==> src/oag_pkg.sv <==
// package: constants, modes and carriers of the operand address generator
// Summary of operation
// - branch via AX loads program counter
// - multiply A by register, product into AX
// - word divide uses AX, quotient into AX
// - decimal adjusts operate on A implicitly
// - digit rotates hold digit data in A
// - 3-bit register code within selected bank
// - codes map X,A,C,B,E,D,L,H and AX..HL
// - direct mode uses 16-bit immediate address
// - short direct maps immediate into FE20H..FF1FH
// - short direct words only at even addresses
// - sfr mode excludes FFD0H..FFDFH
// - sfr words only at even addresses
// - indirect uses DE or HL of bank
// - HL plus zero-extended byte, carry dropped
// - HL plus B or C, carry dropped
// - stack uses SP, high-speed RAM only
// - bank area served from selected bank
package oag_pkg;

  // ----------------------------------------------------------------
  // address map constants
  // ----------------------------------------------------------------
  localparam logic [15:0] SHORT_BASE_ADDR = 16'hFE00; // short direct page base
  localparam logic [7:0] SHORT_WRAP_IMM = 8'h20; // below this bit 8 is set
  localparam logic [15:0] SFR_BASE_ADDR = 16'hFF00; // sfr page base
  localparam logic [15:0] SFR_HOLE_LO = 16'hFFD0; // first excluded sfr address
  localparam logic [15:0] SFR_HOLE_HI = 16'hFFDF; // last excluded sfr address
  localparam logic [15:0] HSRAM_LO = 16'hFB00; // lowest high-speed ram byte
  localparam logic [15:0] HSRAM_HI = 16'hFEFF; // highest high-speed ram byte
  localparam logic [15:0] BANK_AREA_LO = 16'h8000; // first banked address
  localparam logic [15:0] BANK_AREA_HI = 16'hBFFF; // last banked address

  // ----------------------------------------------------------------
  // register codes and reset values
  // ----------------------------------------------------------------
  localparam logic [2:0] REG_X = 3'h0; // absolute register 0
  localparam logic [2:0] REG_A = 3'h1; // absolute register 1
  localparam logic [2:0] REG_C = 3'h2; // absolute register 2
  localparam logic [2:0] REG_B = 3'h3; // absolute register 3
  localparam logic [1:0] PAIR_AX = 2'h0; // pair 0
  localparam logic [1:0] PAIR_DE = 2'h2; // pair 2
  localparam logic [1:0] PAIR_HL = 2'h3; // pair 3
  localparam logic [7:0] GPR_RESET = 8'h00; // register file reset value
  localparam logic [15:0] PC_RESET = 16'h0000; // program counter output reset
  localparam logic [7:0] DAA_LO_FIX = 8'h06; // decimal adjust low digit step
  localparam logic [7:0] DAA_HI_FIX = 8'h60; // decimal adjust high digit step
  localparam logic [3:0] DIGIT_MAX = 4'h9; // largest decimal digit
  localparam logic [7:0] BYTE_MAX_BCD = 8'h99; // largest two-digit decimal

  // ----------------------------------------------------------------
  // addressing modes
  // ----------------------------------------------------------------
  typedef enum logic [3:0] {
    OAG_NONE = 4'b0000,
    OAG_BR_AX = 4'b0001,
    OAG_UNSIGNED_MULTIPLY_INSN = 4'b0010,
    OAG_UNSIGNED_WORD_DIVIDE_INSN = 4'b0011,
    OAG_ADJ_ADD = 4'b0100,
    OAG_ADJ_SUB = 4'b0101,
    OAG_ROT_R = 4'b0110,
    OAG_ROT_L = 4'b0111,
    OAG_REG = 4'b1000,
    OAG_DIRECT = 4'b1001,
    OAG_SHORT = 4'b1010,
    OAG_SFR = 4'b1011,
    OAG_INDIRECT = 4'b1100,
    OAG_BASED = 4'b1101,
    OAG_BASED_IDX = 4'b1110,
    OAG_STACK = 4'b1111
  } oag_mode_t;

  // decoded instruction fields for one execute cycle
  typedef struct packed {
    oag_mode_t mode; // addressing mode
    logic [2:0] r_code; // 8-bit register code
    logic [1:0] rp_code; // register pair code
    logic [7:0] imm8; // byte immediate or offset
    logic [15:0] imm16; // direct address immediate
    logic word; // word access when set
    logic idx_c; // based indexed uses C when set, B when clear
    logic half_carry; // decimal adjust auxiliary carry
    logic carry; // decimal adjust carry
    logic [7:0] mem_rdata; // memory byte for digit rotate
  } oag_req_t;

  // memory and sfr access presented to the access path
  typedef struct packed {
    logic valid; // access present this cycle
    logic [15:0] addr; // effective address
    logic word; // word access when set
    logic sfr; // target is sfr space
    logic bank_hit; // address lies in bank area
    logic [2:0] bank; // bank number for bank area
    logic write; // carries write data
    logic [7:0] wdata; // write byte
  } oag_acc_t;

endpackage

==> src/oag_zx_adder.sv <==
// module: 16-bit base plus zero-extended byte offset, carry dropped
`timescale 1ns/1ps
module oag_zx_adder (
  // operands
  input wire logic [15:0] base_i,
  input wire logic [7:0] offset_i,
  // result
  output logic [15:0] sum_o
);

  // ----------------------------------------------------------------
  // addition
  // ----------------------------------------------------------------
  // offset widened as positive number, bit 16 of the sum is discarded
  assign sum_o = base_i + {8'h00, offset_i};

endmodule // oag_zx_adder

==> src/oag_gpr_file.sv <==
// module: four banks of eight 8-bit general registers
`timescale 1ns/1ps
module oag_gpr_file (
  // clock and reset
  input wire logic mclk_i,
  input wire logic arst_n_i,
  // bank select
  input wire logic [1:0] bank_i,
  // byte write port
  input wire logic byte_we_i,
  input wire logic [2:0] byte_code_i,
  input wire logic [7:0] byte_data_i,
  // pair write port, wins over byte port
  input wire logic pair_we_i,
  input wire logic [1:0] pair_code_i,
  input wire logic [15:0] pair_data_i,
  // whole selected bank, register n at bits 8n+7..8n
  output logic [63:0] bank_o
);

  logic [7:0] gpr_reg [0:31]; // register storage, index {bank, code}

  // ----------------------------------------------------------------
  // storage update
  // ----------------------------------------------------------------
  always_ff @(posedge mclk_i or negedge arst_n_i) begin
    if (!arst_n_i) begin
      for (int i = 0; i < 32; i++) begin
        gpr_reg[i] <= oag_pkg::GPR_RESET;
      end
    end else if (pair_we_i) begin
      // pair n is low byte 2n, high byte 2n+1
      gpr_reg[{bank_i, pair_code_i, 1'b0}] <= pair_data_i[7:0];
      gpr_reg[{bank_i, pair_code_i, 1'b1}] <= pair_data_i[15:8];
    end else if (byte_we_i) begin
      gpr_reg[{bank_i, byte_code_i}] <= byte_data_i;
    end
  end

  // ----------------------------------------------------------------
  // bank read view
  // ----------------------------------------------------------------
  always_comb begin
    for (int j = 0; j < 8; j++) begin
      bank_o[j*8 +: 8] = gpr_reg[{bank_i, 3'(j)}];
    end
  end

endmodule // oag_gpr_file

==> src/oag_agen.sv <==
// module: operand address generation and implied accumulator operations
`timescale 1ns/1ps
module oag_agen (
  // clock and reset
  input wire logic mclk_i,
  input wire logic arst_n_i,
  // decoded request, one execute cycle per valid
  input wire logic req_valid_i,
  input wire oag_pkg::oag_req_t req_i,
  // bank selection state
  input wire logic register_bank_sel_lo_i,
  input wire logic register_bank_sel_hi_i,
  input wire logic [2:0] mem_bank_sel_i,
  // stack pointer
  input wire logic [15:0] sp_i,
  // core write port into the register file
  input wire logic gpr_we_i,
  input wire logic [2:0] gpr_code_i,
  input wire logic [7:0] gpr_data_i,
  // access toward memory and sfr space
  output oag_pkg::oag_acc_t acc_o,
  // branch target
  output logic pc_load_o,
  output logic [15:0] pc_o,
  // operand byte for register mode
  output logic [7:0] reg_operand_o,
  // illegal access was refused
  output logic fault_o
);

  // ----------------------------------------------------------------
  // register file view
  // ----------------------------------------------------------------
  logic [1:0] rbank; // selected register bank
  logic [63:0] bank_view; // all eight registers of selected bank
  logic [7:0] reg_a; // accumulator
  logic [7:0] reg_x; // register x
  logic [7:0] reg_b; // register b
  logic [7:0] reg_c; // register c
  logic [7:0] reg_r; // register chosen by r code
  logic [15:0] pair_ax; // pair ax
  logic [15:0] pair_de; // pair de
  logic [15:0] pair_hl; // pair hl
  logic [15:0] pair_rp; // pair chosen by rp code

  assign rbank = {register_bank_sel_hi_i, register_bank_sel_lo_i};
  assign reg_x = bank_view[oag_pkg::REG_X*8 +: 8];
  assign reg_a = bank_view[oag_pkg::REG_A*8 +: 8];
  assign reg_c = bank_view[oag_pkg::REG_C*8 +: 8];
  assign reg_b = bank_view[oag_pkg::REG_B*8 +: 8];
  assign reg_r = bank_view[req_i.r_code*8 +: 8];
  assign pair_ax = bank_view[oag_pkg::PAIR_AX*16 +: 16];
  assign pair_de = bank_view[oag_pkg::PAIR_DE*16 +: 16];
  assign pair_hl = bank_view[oag_pkg::PAIR_HL*16 +: 16];
  assign pair_rp = bank_view[req_i.rp_code*16 +: 16];

  // ----------------------------------------------------------------
  // implied accumulator arithmetic
  // ----------------------------------------------------------------
  logic [15:0] mul_product; // a times register operand
  logic [15:0] div_quot; // ax divided by register operand
  logic [7:0] adj_step; // decimal correction amount
  logic [7:0] adj_value; // corrected accumulator
  logic [7:0] rot_a; // accumulator after digit rotate
  logic [7:0] rot_mem; // memory byte after digit rotate

  // unsigned 8 x 8 multiply, a is the implied multiplicand
  assign mul_product = {8'h00, reg_a} * {8'h00, reg_r};

  // ax is the implied dividend, divide by zero yields all ones
  always_comb begin
    if (reg_r == 8'h00) begin
      div_quot = 16'hFFFF;
    end else begin
      div_quot = pair_ax / {8'h00, reg_r};
    end
  end

  // decimal correction of a after add or subtract
  always_comb begin
    adj_step = 8'h00;
    if (reg_a[3:0] > oag_pkg::DIGIT_MAX || req_i.half_carry) begin
      adj_step = adj_step | oag_pkg::DAA_LO_FIX;
    end
    if (reg_a > oag_pkg::BYTE_MAX_BCD || req_i.carry) begin
      adj_step = adj_step | oag_pkg::DAA_HI_FIX;
    end
    if (req_i.mode == oag_pkg::OAG_ADJ_SUB) begin
      adj_value = reg_a - adj_step;
    end else begin
      adj_value = reg_a + adj_step;
    end
  end

  // digit rotate through the low digit of a and the byte at hl
  always_comb begin
    if (req_i.mode == oag_pkg::OAG_ROT_L) begin
      rot_a = {reg_a[7:4], req_i.mem_rdata[7:4]};
      rot_mem = {req_i.mem_rdata[3:0], reg_a[3:0]};
    end else begin
      rot_a = {reg_a[7:4], req_i.mem_rdata[3:0]};
      rot_mem = {reg_a[3:0], req_i.mem_rdata[7:4]};
    end
  end

  // ----------------------------------------------------------------
  // register file write selection
  // ----------------------------------------------------------------
  logic pair_we; // implied pair result
  logic [15:0] pair_wdata; // pair result data
  logic byte_we; // byte result or core write
  logic [2:0] byte_code; // byte write target
  logic [7:0] byte_wdata; // byte write data
  logic exec_unsigned_multiply_insn; // multiply in execute
  logic exec_unsigned_word_divide_insn; // divide in execute
  logic exec_adj; // decimal adjust in execute
  logic exec_rot; // digit rotate in execute

  assign exec_unsigned_multiply_insn = req_valid_i && req_i.mode == oag_pkg::OAG_UNSIGNED_MULTIPLY_INSN;
  assign exec_unsigned_word_divide_insn = req_valid_i && req_i.mode == oag_pkg::OAG_UNSIGNED_WORD_DIVIDE_INSN;
  assign exec_adj = req_valid_i && (req_i.mode == oag_pkg::OAG_ADJ_ADD
                    || req_i.mode == oag_pkg::OAG_ADJ_SUB);
  assign exec_rot = req_valid_i && (req_i.mode == oag_pkg::OAG_ROT_R
                    || req_i.mode == oag_pkg::OAG_ROT_L);

  // implied results go to a or ax, the core port fills in otherwise
  always_comb begin
    pair_we = exec_unsigned_multiply_insn || exec_unsigned_word_divide_insn;
    pair_wdata = exec_unsigned_multiply_insn ? mul_product : div_quot;
    byte_we = gpr_we_i;
    byte_code = gpr_code_i;
    byte_wdata = gpr_data_i;
    if (exec_adj) begin
      byte_we = 1'b1;
      byte_code = oag_pkg::REG_A;
      byte_wdata = adj_value;
    end else if (exec_rot) begin
      byte_we = 1'b1;
      byte_code = oag_pkg::REG_A;
      byte_wdata = rot_a;
    end
  end

  oag_gpr_file u_gpr (
    .mclk_i(mclk_i),
    .arst_n_i(arst_n_i),
    .bank_i(rbank),
    .byte_we_i(byte_we),
    .byte_code_i(byte_code),
    .byte_data_i(byte_wdata),
    .pair_we_i(pair_we),
    .pair_code_i(oag_pkg::PAIR_AX),
    .pair_data_i(pair_wdata),
    .bank_o(bank_view)
  );

  // ----------------------------------------------------------------
  // effective address formation
  // ----------------------------------------------------------------
  logic [15:0] based_sum; // hl plus byte offset
  logic [15:0] index_sum; // hl plus b or c
  logic [15:0] short_addr; // short direct address
  logic [15:0] sfr_addr; // sfr address
  logic [15:0] ea; // effective address
  logic ea_valid; // mode makes a memory or sfr access
  logic ea_sfr; // target lies in sfr space
  logic ea_fault; // access refused

  oag_zx_adder u_based (
    .base_i(pair_hl),
    .offset_i(req_i.imm8),
    .sum_o(based_sum)
  );

  oag_zx_adder u_index (
    .base_i(pair_hl),
    .offset_i(req_i.idx_c ? reg_c : reg_b),
    .sum_o(index_sum)
  );

  // bit 8 set only for immediates below the wrap point
  assign short_addr = oag_pkg::SHORT_BASE_ADDR
                      | {7'h00, req_i.imm8 < oag_pkg::SHORT_WRAP_IMM, req_i.imm8};
  assign sfr_addr = oag_pkg::SFR_BASE_ADDR | {8'h00, req_i.imm8};

  // one address per mode, with alignment and range checks
  always_comb begin
    ea = 16'h0000;
    ea_valid = 1'b0;
    ea_sfr = 1'b0;
    ea_fault = 1'b0;
    unique case (req_i.mode)
      oag_pkg::OAG_DIRECT: begin
        ea = req_i.imm16;
        ea_valid = 1'b1;
        ea_sfr = req_i.imm16 >= oag_pkg::SFR_BASE_ADDR;
      end
      oag_pkg::OAG_SHORT: begin
        ea = short_addr;
        ea_valid = 1'b1;
        ea_sfr = short_addr >= oag_pkg::SFR_BASE_ADDR;
        ea_fault = req_i.word && short_addr[0];
      end
      oag_pkg::OAG_SFR: begin
        ea = sfr_addr;
        ea_valid = 1'b1;
        ea_sfr = 1'b1;
        ea_fault = (sfr_addr >= oag_pkg::SFR_HOLE_LO && sfr_addr <= oag_pkg::SFR_HOLE_HI)
                   || (req_i.word && sfr_addr[0]);
      end
      oag_pkg::OAG_INDIRECT: begin
        ea = req_i.rp_code[0] ? pair_hl : pair_de;
        ea_valid = 1'b1;
        ea_sfr = ea >= oag_pkg::SFR_BASE_ADDR;
      end
      oag_pkg::OAG_BASED: begin
        ea = based_sum;
        ea_valid = 1'b1;
        ea_sfr = based_sum >= oag_pkg::SFR_BASE_ADDR;
      end
      oag_pkg::OAG_BASED_IDX: begin
        ea = index_sum;
        ea_valid = 1'b1;
        ea_sfr = index_sum >= oag_pkg::SFR_BASE_ADDR;
      end
      oag_pkg::OAG_STACK: begin
        ea = sp_i;
        ea_valid = 1'b1;
        ea_fault = sp_i < oag_pkg::HSRAM_LO || sp_i > oag_pkg::HSRAM_HI;
      end
      oag_pkg::OAG_ROT_R, oag_pkg::OAG_ROT_L: begin
        ea = pair_hl; // rotated byte is written back at hl
        ea_valid = 1'b1;
        ea_sfr = pair_hl >= oag_pkg::SFR_BASE_ADDR;
      end
      oag_pkg::OAG_NONE, oag_pkg::OAG_BR_AX, oag_pkg::OAG_UNSIGNED_MULTIPLY_INSN, oag_pkg::OAG_UNSIGNED_WORD_DIVIDE_INSN,
      oag_pkg::OAG_ADJ_ADD, oag_pkg::OAG_ADJ_SUB, oag_pkg::OAG_REG: begin
        ea_valid = 1'b0; // register-only modes make no access
      end
    endcase
  end

  // ----------------------------------------------------------------
  // access output register
  // ----------------------------------------------------------------
  always_ff @(posedge mclk_i or negedge arst_n_i) begin
    if (!arst_n_i) begin
      acc_o <= '0;
    end else begin
      acc_o.valid <= req_valid_i && ea_valid && !ea_fault;
      acc_o.addr <= ea;
      acc_o.word <= req_i.word && !exec_rot;
      acc_o.sfr <= ea_sfr;
      acc_o.bank_hit <= ea >= oag_pkg::BANK_AREA_LO && ea <= oag_pkg::BANK_AREA_HI;
      acc_o.bank <= mem_bank_sel_i;
      acc_o.write <= exec_rot;
      acc_o.wdata <= exec_rot ? rot_mem : 8'h00; // write byte only beside a write
    end
  end

  // ----------------------------------------------------------------
  // fault flag, one cycle per refused access
  // ----------------------------------------------------------------
  always_ff @(posedge mclk_i or negedge arst_n_i) begin
    if (!arst_n_i) begin
      fault_o <= 1'b0;
    end else begin
      fault_o <= req_valid_i && ea_valid && ea_fault;
    end
  end

  // ----------------------------------------------------------------
  // branch through ax
  // ----------------------------------------------------------------
  always_ff @(posedge mclk_i or negedge arst_n_i) begin
    if (!arst_n_i) begin
      pc_load_o <= 1'b0;
      pc_o <= oag_pkg::PC_RESET;
    end else begin
      pc_load_o <= req_valid_i && req_i.mode == oag_pkg::OAG_BR_AX;
      if (req_valid_i && req_i.mode == oag_pkg::OAG_BR_AX) begin
        pc_o <= pair_ax;
      end
    end
  end

  // ----------------------------------------------------------------
  // register operand capture
  // ----------------------------------------------------------------
  always_ff @(posedge mclk_i or negedge arst_n_i) begin
    if (!arst_n_i) begin
      reg_operand_o <= 8'h00;
    end else if (req_valid_i && req_i.mode == oag_pkg::OAG_REG) begin
      reg_operand_o <= req_i.word ? pair_rp[7:0] : reg_r;
    end
  end

  // ----------------------------------------------------------------
  // checks
  // ----------------------------------------------------------------
  logic [15:0] chk_ax_prev; // ax before the last edge
  logic [15:0] chk_mul_prev; // product formed before the last edge
  always_ff @(posedge mclk_i or negedge arst_n_i) begin
    if (!arst_n_i) begin
      chk_ax_prev <= 16'h0000;
      chk_mul_prev <= 16'h0000;
    end else begin
      chk_ax_prev <= pair_ax;
      chk_mul_prev <= {8'h00, reg_a} * {8'h00, reg_r};
    end
  end

  a_br_ax_target: assert property (@(posedge mclk_i) disable iff (!arst_n_i)
    req_valid_i && req_i.mode == oag_pkg::OAG_BR_AX |=> pc_load_o && pc_o == chk_ax_prev)
    else $error("branch target differs from ax");

  a_unsigned_multiply_insn_product: assert property (@(posedge mclk_i) disable iff (!arst_n_i)
    exec_unsigned_multiply_insn |=> pair_ax == chk_mul_prev)
    else $error("multiply product not in ax");

  a_unsigned_word_divide_insn_quot: assert property (@(posedge mclk_i) disable iff (!arst_n_i)
    exec_unsigned_word_divide_insn && reg_r != 8'h00 |=> pair_ax == $past(pair_ax) / {8'h00, $past(reg_r)})
    else $error("divide quotient not in ax");

  a_direct_addr: assert property (@(posedge mclk_i) disable iff (!arst_n_i)
    req_valid_i && req_i.mode == oag_pkg::OAG_DIRECT |=> acc_o.valid
    && acc_o.addr == $past(req_i.imm16))
    else $error("direct address mismatch");

  a_short_window: assert property (@(posedge mclk_i) disable iff (!arst_n_i)
    req_valid_i && req_i.mode == oag_pkg::OAG_SHORT |=> acc_o.addr >= 16'hFE20
    && acc_o.addr <= 16'hFF1F && acc_o.addr[7:0] == $past(req_i.imm8))
    else $error("short direct address outside window");

  a_word_even: assert property (@(posedge mclk_i) disable iff (!arst_n_i)
    acc_o.valid && acc_o.word && (acc_o.addr >= 16'hFE20) && !acc_o.write
    && $past(req_i.mode == oag_pkg::OAG_SHORT || req_i.mode == oag_pkg::OAG_SFR)
    |-> !acc_o.addr[0])
    else $error("odd word access in short or sfr mode");

  a_sfr_hole: assert property (@(posedge mclk_i) disable iff (!arst_n_i)
    req_valid_i && req_i.mode == oag_pkg::OAG_SFR && req_i.imm8[7:4] == 4'hD
    |=> !acc_o.valid && fault_o)
    else $error("sfr hole was accessed");

  a_based_sum: assert property (@(posedge mclk_i) disable iff (!arst_n_i)
    req_valid_i && req_i.mode == oag_pkg::OAG_BASED
    |=> acc_o.addr == 16'($past(pair_hl) + {8'h00, $past(req_i.imm8)}))
    else $error("based address mismatch");

  a_stack_ram: assert property (@(posedge mclk_i) disable iff (!arst_n_i)
    req_valid_i && req_i.mode == oag_pkg::OAG_STACK
    |=> acc_o.valid == ($past(sp_i) >= oag_pkg::HSRAM_LO && $past(sp_i) <= oag_pkg::HSRAM_HI)
    && (!acc_o.valid || acc_o.addr == $past(sp_i)))
    else $error("stack access outside high-speed ram");

  a_bank_flag: assert property (@(posedge mclk_i) disable iff (!arst_n_i)
    acc_o.valid |-> acc_o.bank_hit == (acc_o.addr[15:14] == 2'b10))
    else $error("bank area flag wrong");

endmodule // oag_agen

==> config.mk <==
export PLATFORM = sky130hd
export DESIGN_NAME = oag_agen
export DESIGN_NICKNAME = d
export VERILOG_FILES = /design/src/oag_pkg.sv /design/src/oag_zx_adder.sv /design/src/oag_gpr_file.sv /design/src/oag_agen.sv
export SDC_FILE = /design/constraint.sdc
export NUM_CORES = 1
export LEC_CHECK = 0
export ABC_AREA = 1
export CAP_MARGIN = 20
export CORE_UTILIZATION = 45
export DETAILED_ROUTE_END_ITERATION = 10
export DONT_BUFFER_PORTS = 1
export REMOVE_ABC_BUFFERS = 1
export SLEW_MARGIN = 25
export SYNTH_ARGS = -nofsm -noshare
export SYNTH_HDL_FRONTEND = slang
export SYNTH_SLANG_ARGS = --single-unit
==> constraint.sdc <==
create_clock -name mclk_i -period 32.5 [get_ports mclk_i]
set_input_delay 4.875 -clock mclk_i [delete_from_list [all_inputs] [get_ports mclk_i]]
set_output_delay 4.875 -clock mclk_i [all_outputs]
set_load 0.02 [all_outputs]
==> results of run 1 <==
-- cells by family after synthesis --
kind of cell               count (synthesis)
and+or+nand+nor                         1619
AOI/OAI and AO/OA                        722
buffers and inverters                    565
DFF                                      314
adders and majority gates                201
xor gates and xnor gates                  87
-- worst paths after layout --
path | endpoint | cells past startpoint | from | slack, ns
max | u_gpr.gpr_reg[184] | 203 | register_bank_sel_lo_i | 1.14
min | u_gpr.gpr_reg[12] | 2 | u_gpr.gpr_reg[12] | 0.48
max reg2reg | u_gpr.gpr_reg[184] | 203 | u_gpr.gpr_reg[128] | 5.40
min reg2reg | u_gpr.gpr_reg[12] | 2 | u_gpr.gpr_reg[12] | 0.48
max in group asynchronous | pc_o[12] | 0 | arst_n_i | 28.09
min in group asynchronous | acc_o[10] | 0 | arst_n_i | 3.99
-- layout make-up --
class | instances | share of cell area
Inverter | 445 | 0.0605
Clock inverter | 14 | 0.00976
Multi-Input combinational cell | 2629 | 0.532
Tap cell | 696 | 0.0307
Antenna cell | 3 | 0.000265
Sequential cell | 314 | 0.277
Timing Repair Buffer | 195 | 0.0532
Clock buffer | 49 | 0.0360
-- through the flow --
stage	TNS [ns]	setup slack, ns	util	area [sq um]	hold slack, ns
6_report	0	1.14	0.526	28300	0.483
5_1_grt	-2.76	-0.704	0.526	28300	0.502
4_1_cts	0	0.0104	0.506	27300	0.488
3_5_place_dp	-3.37	-0.849	0.481	25900	0.473
3_3_place_gp	0	0.316	0.481	25900	0.466
2_1_floorplan	-11.63	-2.17	-	24000	0.453
-- critical path, delay by kind of cell --
family / cells / cell delay [ns]
simple gates: 76 / 7.33
compound gates: 81 / 12.69
xor+xnor: 1 / 0.19
buf+inv: 29 / 2.34
fa+ha+maj: 16 / 4.28
-- synth_stat cells (5+ instances only) --
cell type / instances
or2_2: 18
nand3_2: 8
nor2_1: 309
xnor2_1: 42
o211ai_1: 17
a21o_1: 32
or2_1: 5
dfrtp_1: 314
ha_1: 163
a21oi_1: 109
o221ai_1: 5
o21a_1: 5
inv_1: 419
nand3_1: 181
xor2_1: 45
o22ai_1: 14
o21ai_0: 355
nand2_1: 1006
clkbuf_1: 81
o31ai_1: 7
buf_6: 15
nand4_1: 20
a22oi_1: 11
nor4_1: 7
a221oi_1: 17
a31oi_1: 67
fa_1: 38
o21bai_1: 15
nor3_1: 25
o2111ai_1: 8
nand2_2: 16
buf_2: 16
clkinv_1: 19
o21ai_1: 35
inv_2: 7
-- routing by layer --
layer  share of wire  track usage  wire length, um  vias up
li1                -            -                -    11664
met1            0.45        0.464            41100    11828
met2            0.43        0.484            39500     1016
met3           0.090       0.0713             8300      175
met4           0.033        0.113             3030        6
met5         0.00047            0               43        -
-- what timing repair did --
action	4_1_cts	5_1_grt
setup endpoints to repair	4	8
gates resized for setup	8	183
pin swaps	2	140
buffers inserted	2	56
hold buffers	0	0
==> metrics.cfg, run 1 <==
[clocking]
cts_tree = done
clock_latency_ns = 0.59
path_clk_slew_ns = 0.06
cts_inserted_buffers = 37
htreeDepth = 2
clockRootBuffer = clkbuf_16
cts_buffer_depth = 3
cts.sinks = 314

[job]
max_cap_violations = 0

[logic_synthesis]
ys_async_sr_fraction = 1.00
avgSynthCellArea_sq_um = 7.00
synth_flop_cell = dfrtp_1
synth_top_area_share = 0.320
syn_area_sq_um = 24600
syn_inst = 3508
synth_top_family_by_area = simple AND/OR/NAND/NOR gates
synth_area_leaders = dfrtp_1 32%, nand2_1 15%, ha_1 8.3%
muxShareOfSynthArea = 0
synth_xor_area_frac = 0.0310
yosysTopAreaCell = dfrtp_1
synth_seq_cells = 314
synth_edf_count = 0
yosys.area_share.adder = 0.114
synth_compound_area_frac = 0.169
synthDistinctLibCells = 64
yosys.area_share.simple = 0.274
ys_warn_count = 0
synth_seq_area_share = 0.320

[final_layout]
multi_input_area_sq_um = 15100
final_cells = 4345
drive_above_1_share = 0.126
syn2layout_area_growth_pct = 15.4
final_common_cell = nand2_1
layout.area.seq_sq_um = 7860
final_cell_mix = 969 x nand2_1, 405 x inv_1, 335 x o21ai_0
fillers = 5226
largest_register_ffs = 256
nNetsFinal = 3904

[global_route]
grt_pass1_wl_um = 139000
antenna_found_initial = 7
grt_start_max_net_pins = 315
track_usage = 0.326
grt_pass1_vias = 22971
grt_overflow = 0

[min_path]
hp-class = reg2reg

[drt]
firstDrtPassIters = 7
via_count = 24689
ant_nets = 0
viasPerCell = 5.68
drc = 0
wl_per_cell_um = 21.2
drtIter0Drc = 2708
routed_wl_um = 92000

[status]
status = finished clean

[sta]
fin_crit_sh = 0.965
slew_headroom = 0.249
max_slew.worst_pin.slew_ns = 1.12
slew_violations = 0
timing.fmax_mhz = 31.9
finClkSkew_ns = 0.0273
hold_viol_final = 0
final.min_clock_period_ns = 31.36
setup_viol = 0
rsz0062_at_grt = yes

[worst_setup_path]
max_stage_delay_ns = 0.35
worst-setup-path-type = in2reg
start_kind = input port
critPathCaptureType = register
arrival_ns = 31.83
worstPathRequired_ns = 32.97
cpMostUsedCell = a21o_1
crit_fanout = 132
slowest_stage = a2111oi_2

[die]
initial_utilization = 0.456
die_h_um = 236
die-area_sq_um = 55500
pin_count = 139
fp.dieW_um = 236
core-area_sq_um = 53900
rows = 85

[placed_design]
dp_hpwl_um = 67300
dp_cells = 4221
place.gp.congestion = 0.970
portBuffers = 0

Power of run 1 is left out: the tool's default activity adds up to more than one toggle a clock period on the data nets, which glitch-free logic cannot reach.
==> run 2: changes to the inputs <==
PLACE_DENSITY = 0.66   (was default)
==> metrics.cfg, run 2 (synthesis gave the netlist of run 1 again) <==
[status]
status = finished clean

[sta]
fin_crit_sh = 0.957
max_slew.worst_pin.slew_ns = 1.14
hold_viol_final = 0
slew_violations = 0
timing.fmax_mhz = 32.1
final.min_clock_period_ns = 31.12
slew_headroom = 0.235
setup_ws_ns = 1.38
finClkSkew_ns = 0.0193
whs_ns = 0.485
setup_viol = 0

[drt]
routed_wl_um = 86800
viasPerCell = 5.60
drc = 0
ant_nets = 0
via_count = 24342
wl_per_cell_um = 20.0
drtIter0Drc = 2919
firstDrtPassIters = 6

[clocking]
cts.sinks = 314
cts_tree = done
clock_latency_ns = 0.55
clockRootBuffer = clkbuf_16
path_clk_slew_ns = 0.06
cts_buffer_depth = 3
cts_inserted_buffers = 36
htreeDepth = 2

[min_path]
min_from = u_gpr.gpr_reg[37]
hp-class = reg2reg

[final_layout]
syn2layout_area_growth_pct = 14.3
largest_register_ffs = 256
final_cell_mix = 977 x nand2_1, 405 x inv_1, 337 x o21ai_0
final_cells = 4347
nNetsFinal = 3903
final_common_cell = nand2_1
layout.area.seq_sq_um = 7860
drive_above_1_share = 0.119
multi_input_area_sq_um = 14900
fillers = 5183
fin_area_sq_um = 28100

[placed_design]
place_area_sq_um = 25900
dp_cells = 4222
dp_hpwl_um = 62900
place.gp.congestion = 0.968
dp_slack_ns = -0.563
portBuffers = 0

[worst_setup_path]
crit_fanout = 132
worstPathRequired_ns = 32.92
worst-setup-path-type = in2reg
arrival_ns = 31.54
start_kind = input port
r2r-start = u_gpr.gpr_reg[128]
slowest_stage = buf_6
startpoint = register_bank_sel_lo_i
critPathCaptureType = register
max_stage_delay_ns = 0.37
cpMostUsedCell = nand2_1

[die]
fp.dieW_um = 236
die_h_um = 236
initial_utilization = 0.456
die-area_sq_um = 55500
pin_count = 139
rows = 85
core-area_sq_um = 53900

[global_route]
grt_busiest_layer = met2
grt_pass1_wl_um = 133000
grtUsageMet2 = 0.451
grt_overflow = 0
grt_start_max_net_pins = 315
grt_use_met1 = 0.444
grt_pass1_vias = 22355
use_met3 = 0.0776
antenna_found_initial = 5
track_usage = 0.308

[job]
max_cap_violations = 0

[run 2: worst paths after layout]
check,cells after the start,endpoint,slack (ns)
worst min-delay path,2,u_gpr.gpr_reg[37],0.49
worst max register to register,212,u_gpr.gpr_reg[120],5.73
max in group asynchronous,0,u_gpr.gpr_reg[123],27.86
worst min register to register,2,u_gpr.gpr_reg[37],0.49
min in group asynchronous,0,acc_o[9],4.02
worst max-delay path,212,u_gpr.gpr_reg[120],1.38
[run 2: final cells by class]
cell class | count | share of cell area
Antenna cell | 4 | 0.000357
Clock buffer | 58 | 0.0404
Clock inverter | 6 | 0.00236
Inverter | 445 | 0.0605
Multi-Input combinational cell | 2629 | 0.532
Sequential cell | 314 | 0.280
Tap cell | 696 | 0.0310
Timing Repair Buffer | 195 | 0.0534
[run 2: timing repair]
item / 4_1_cts / 5_1_grt
cloned: 0 / 0
endpoints found under the setup margin: 4 / 8
pin swaps: 1 / 95
hold buffers: 0 / 0
resized for setup: 1 / 157
buffers inserted: 1 / 56
[run 2: layer usage]
metal  vias up  part of all wire
li1      11699                 -
met1     11341              0.44
met2      1152              0.42
met3       146              0.12
met4         4             0.029
met5         -           0.00036
[run 2: metrics by stage]
| step | utilization | setup TNS [ns] |
|---|---|---|
| floorplan | - | -11.63 |
| global placement | 0.481 | 0 |
| detailed placement | 0.481 | -2.23 |
| CTS | 0.503 | 0 |
| global route | 0.521 | -2.40 |
| finish | 0.521 | 0 |
[run 2: critical path: cells and delay by family]
| family | cells | cell delay, ns |
|---|---|---|
| buf+inv | 28 | 2.56 |
| simple gates | 87 | 8.04 |
| compound gates | 82 | 11.81 |
| fa+ha+maj | 15 | 4.13 |
Power of run 2 is left out for the same reason.
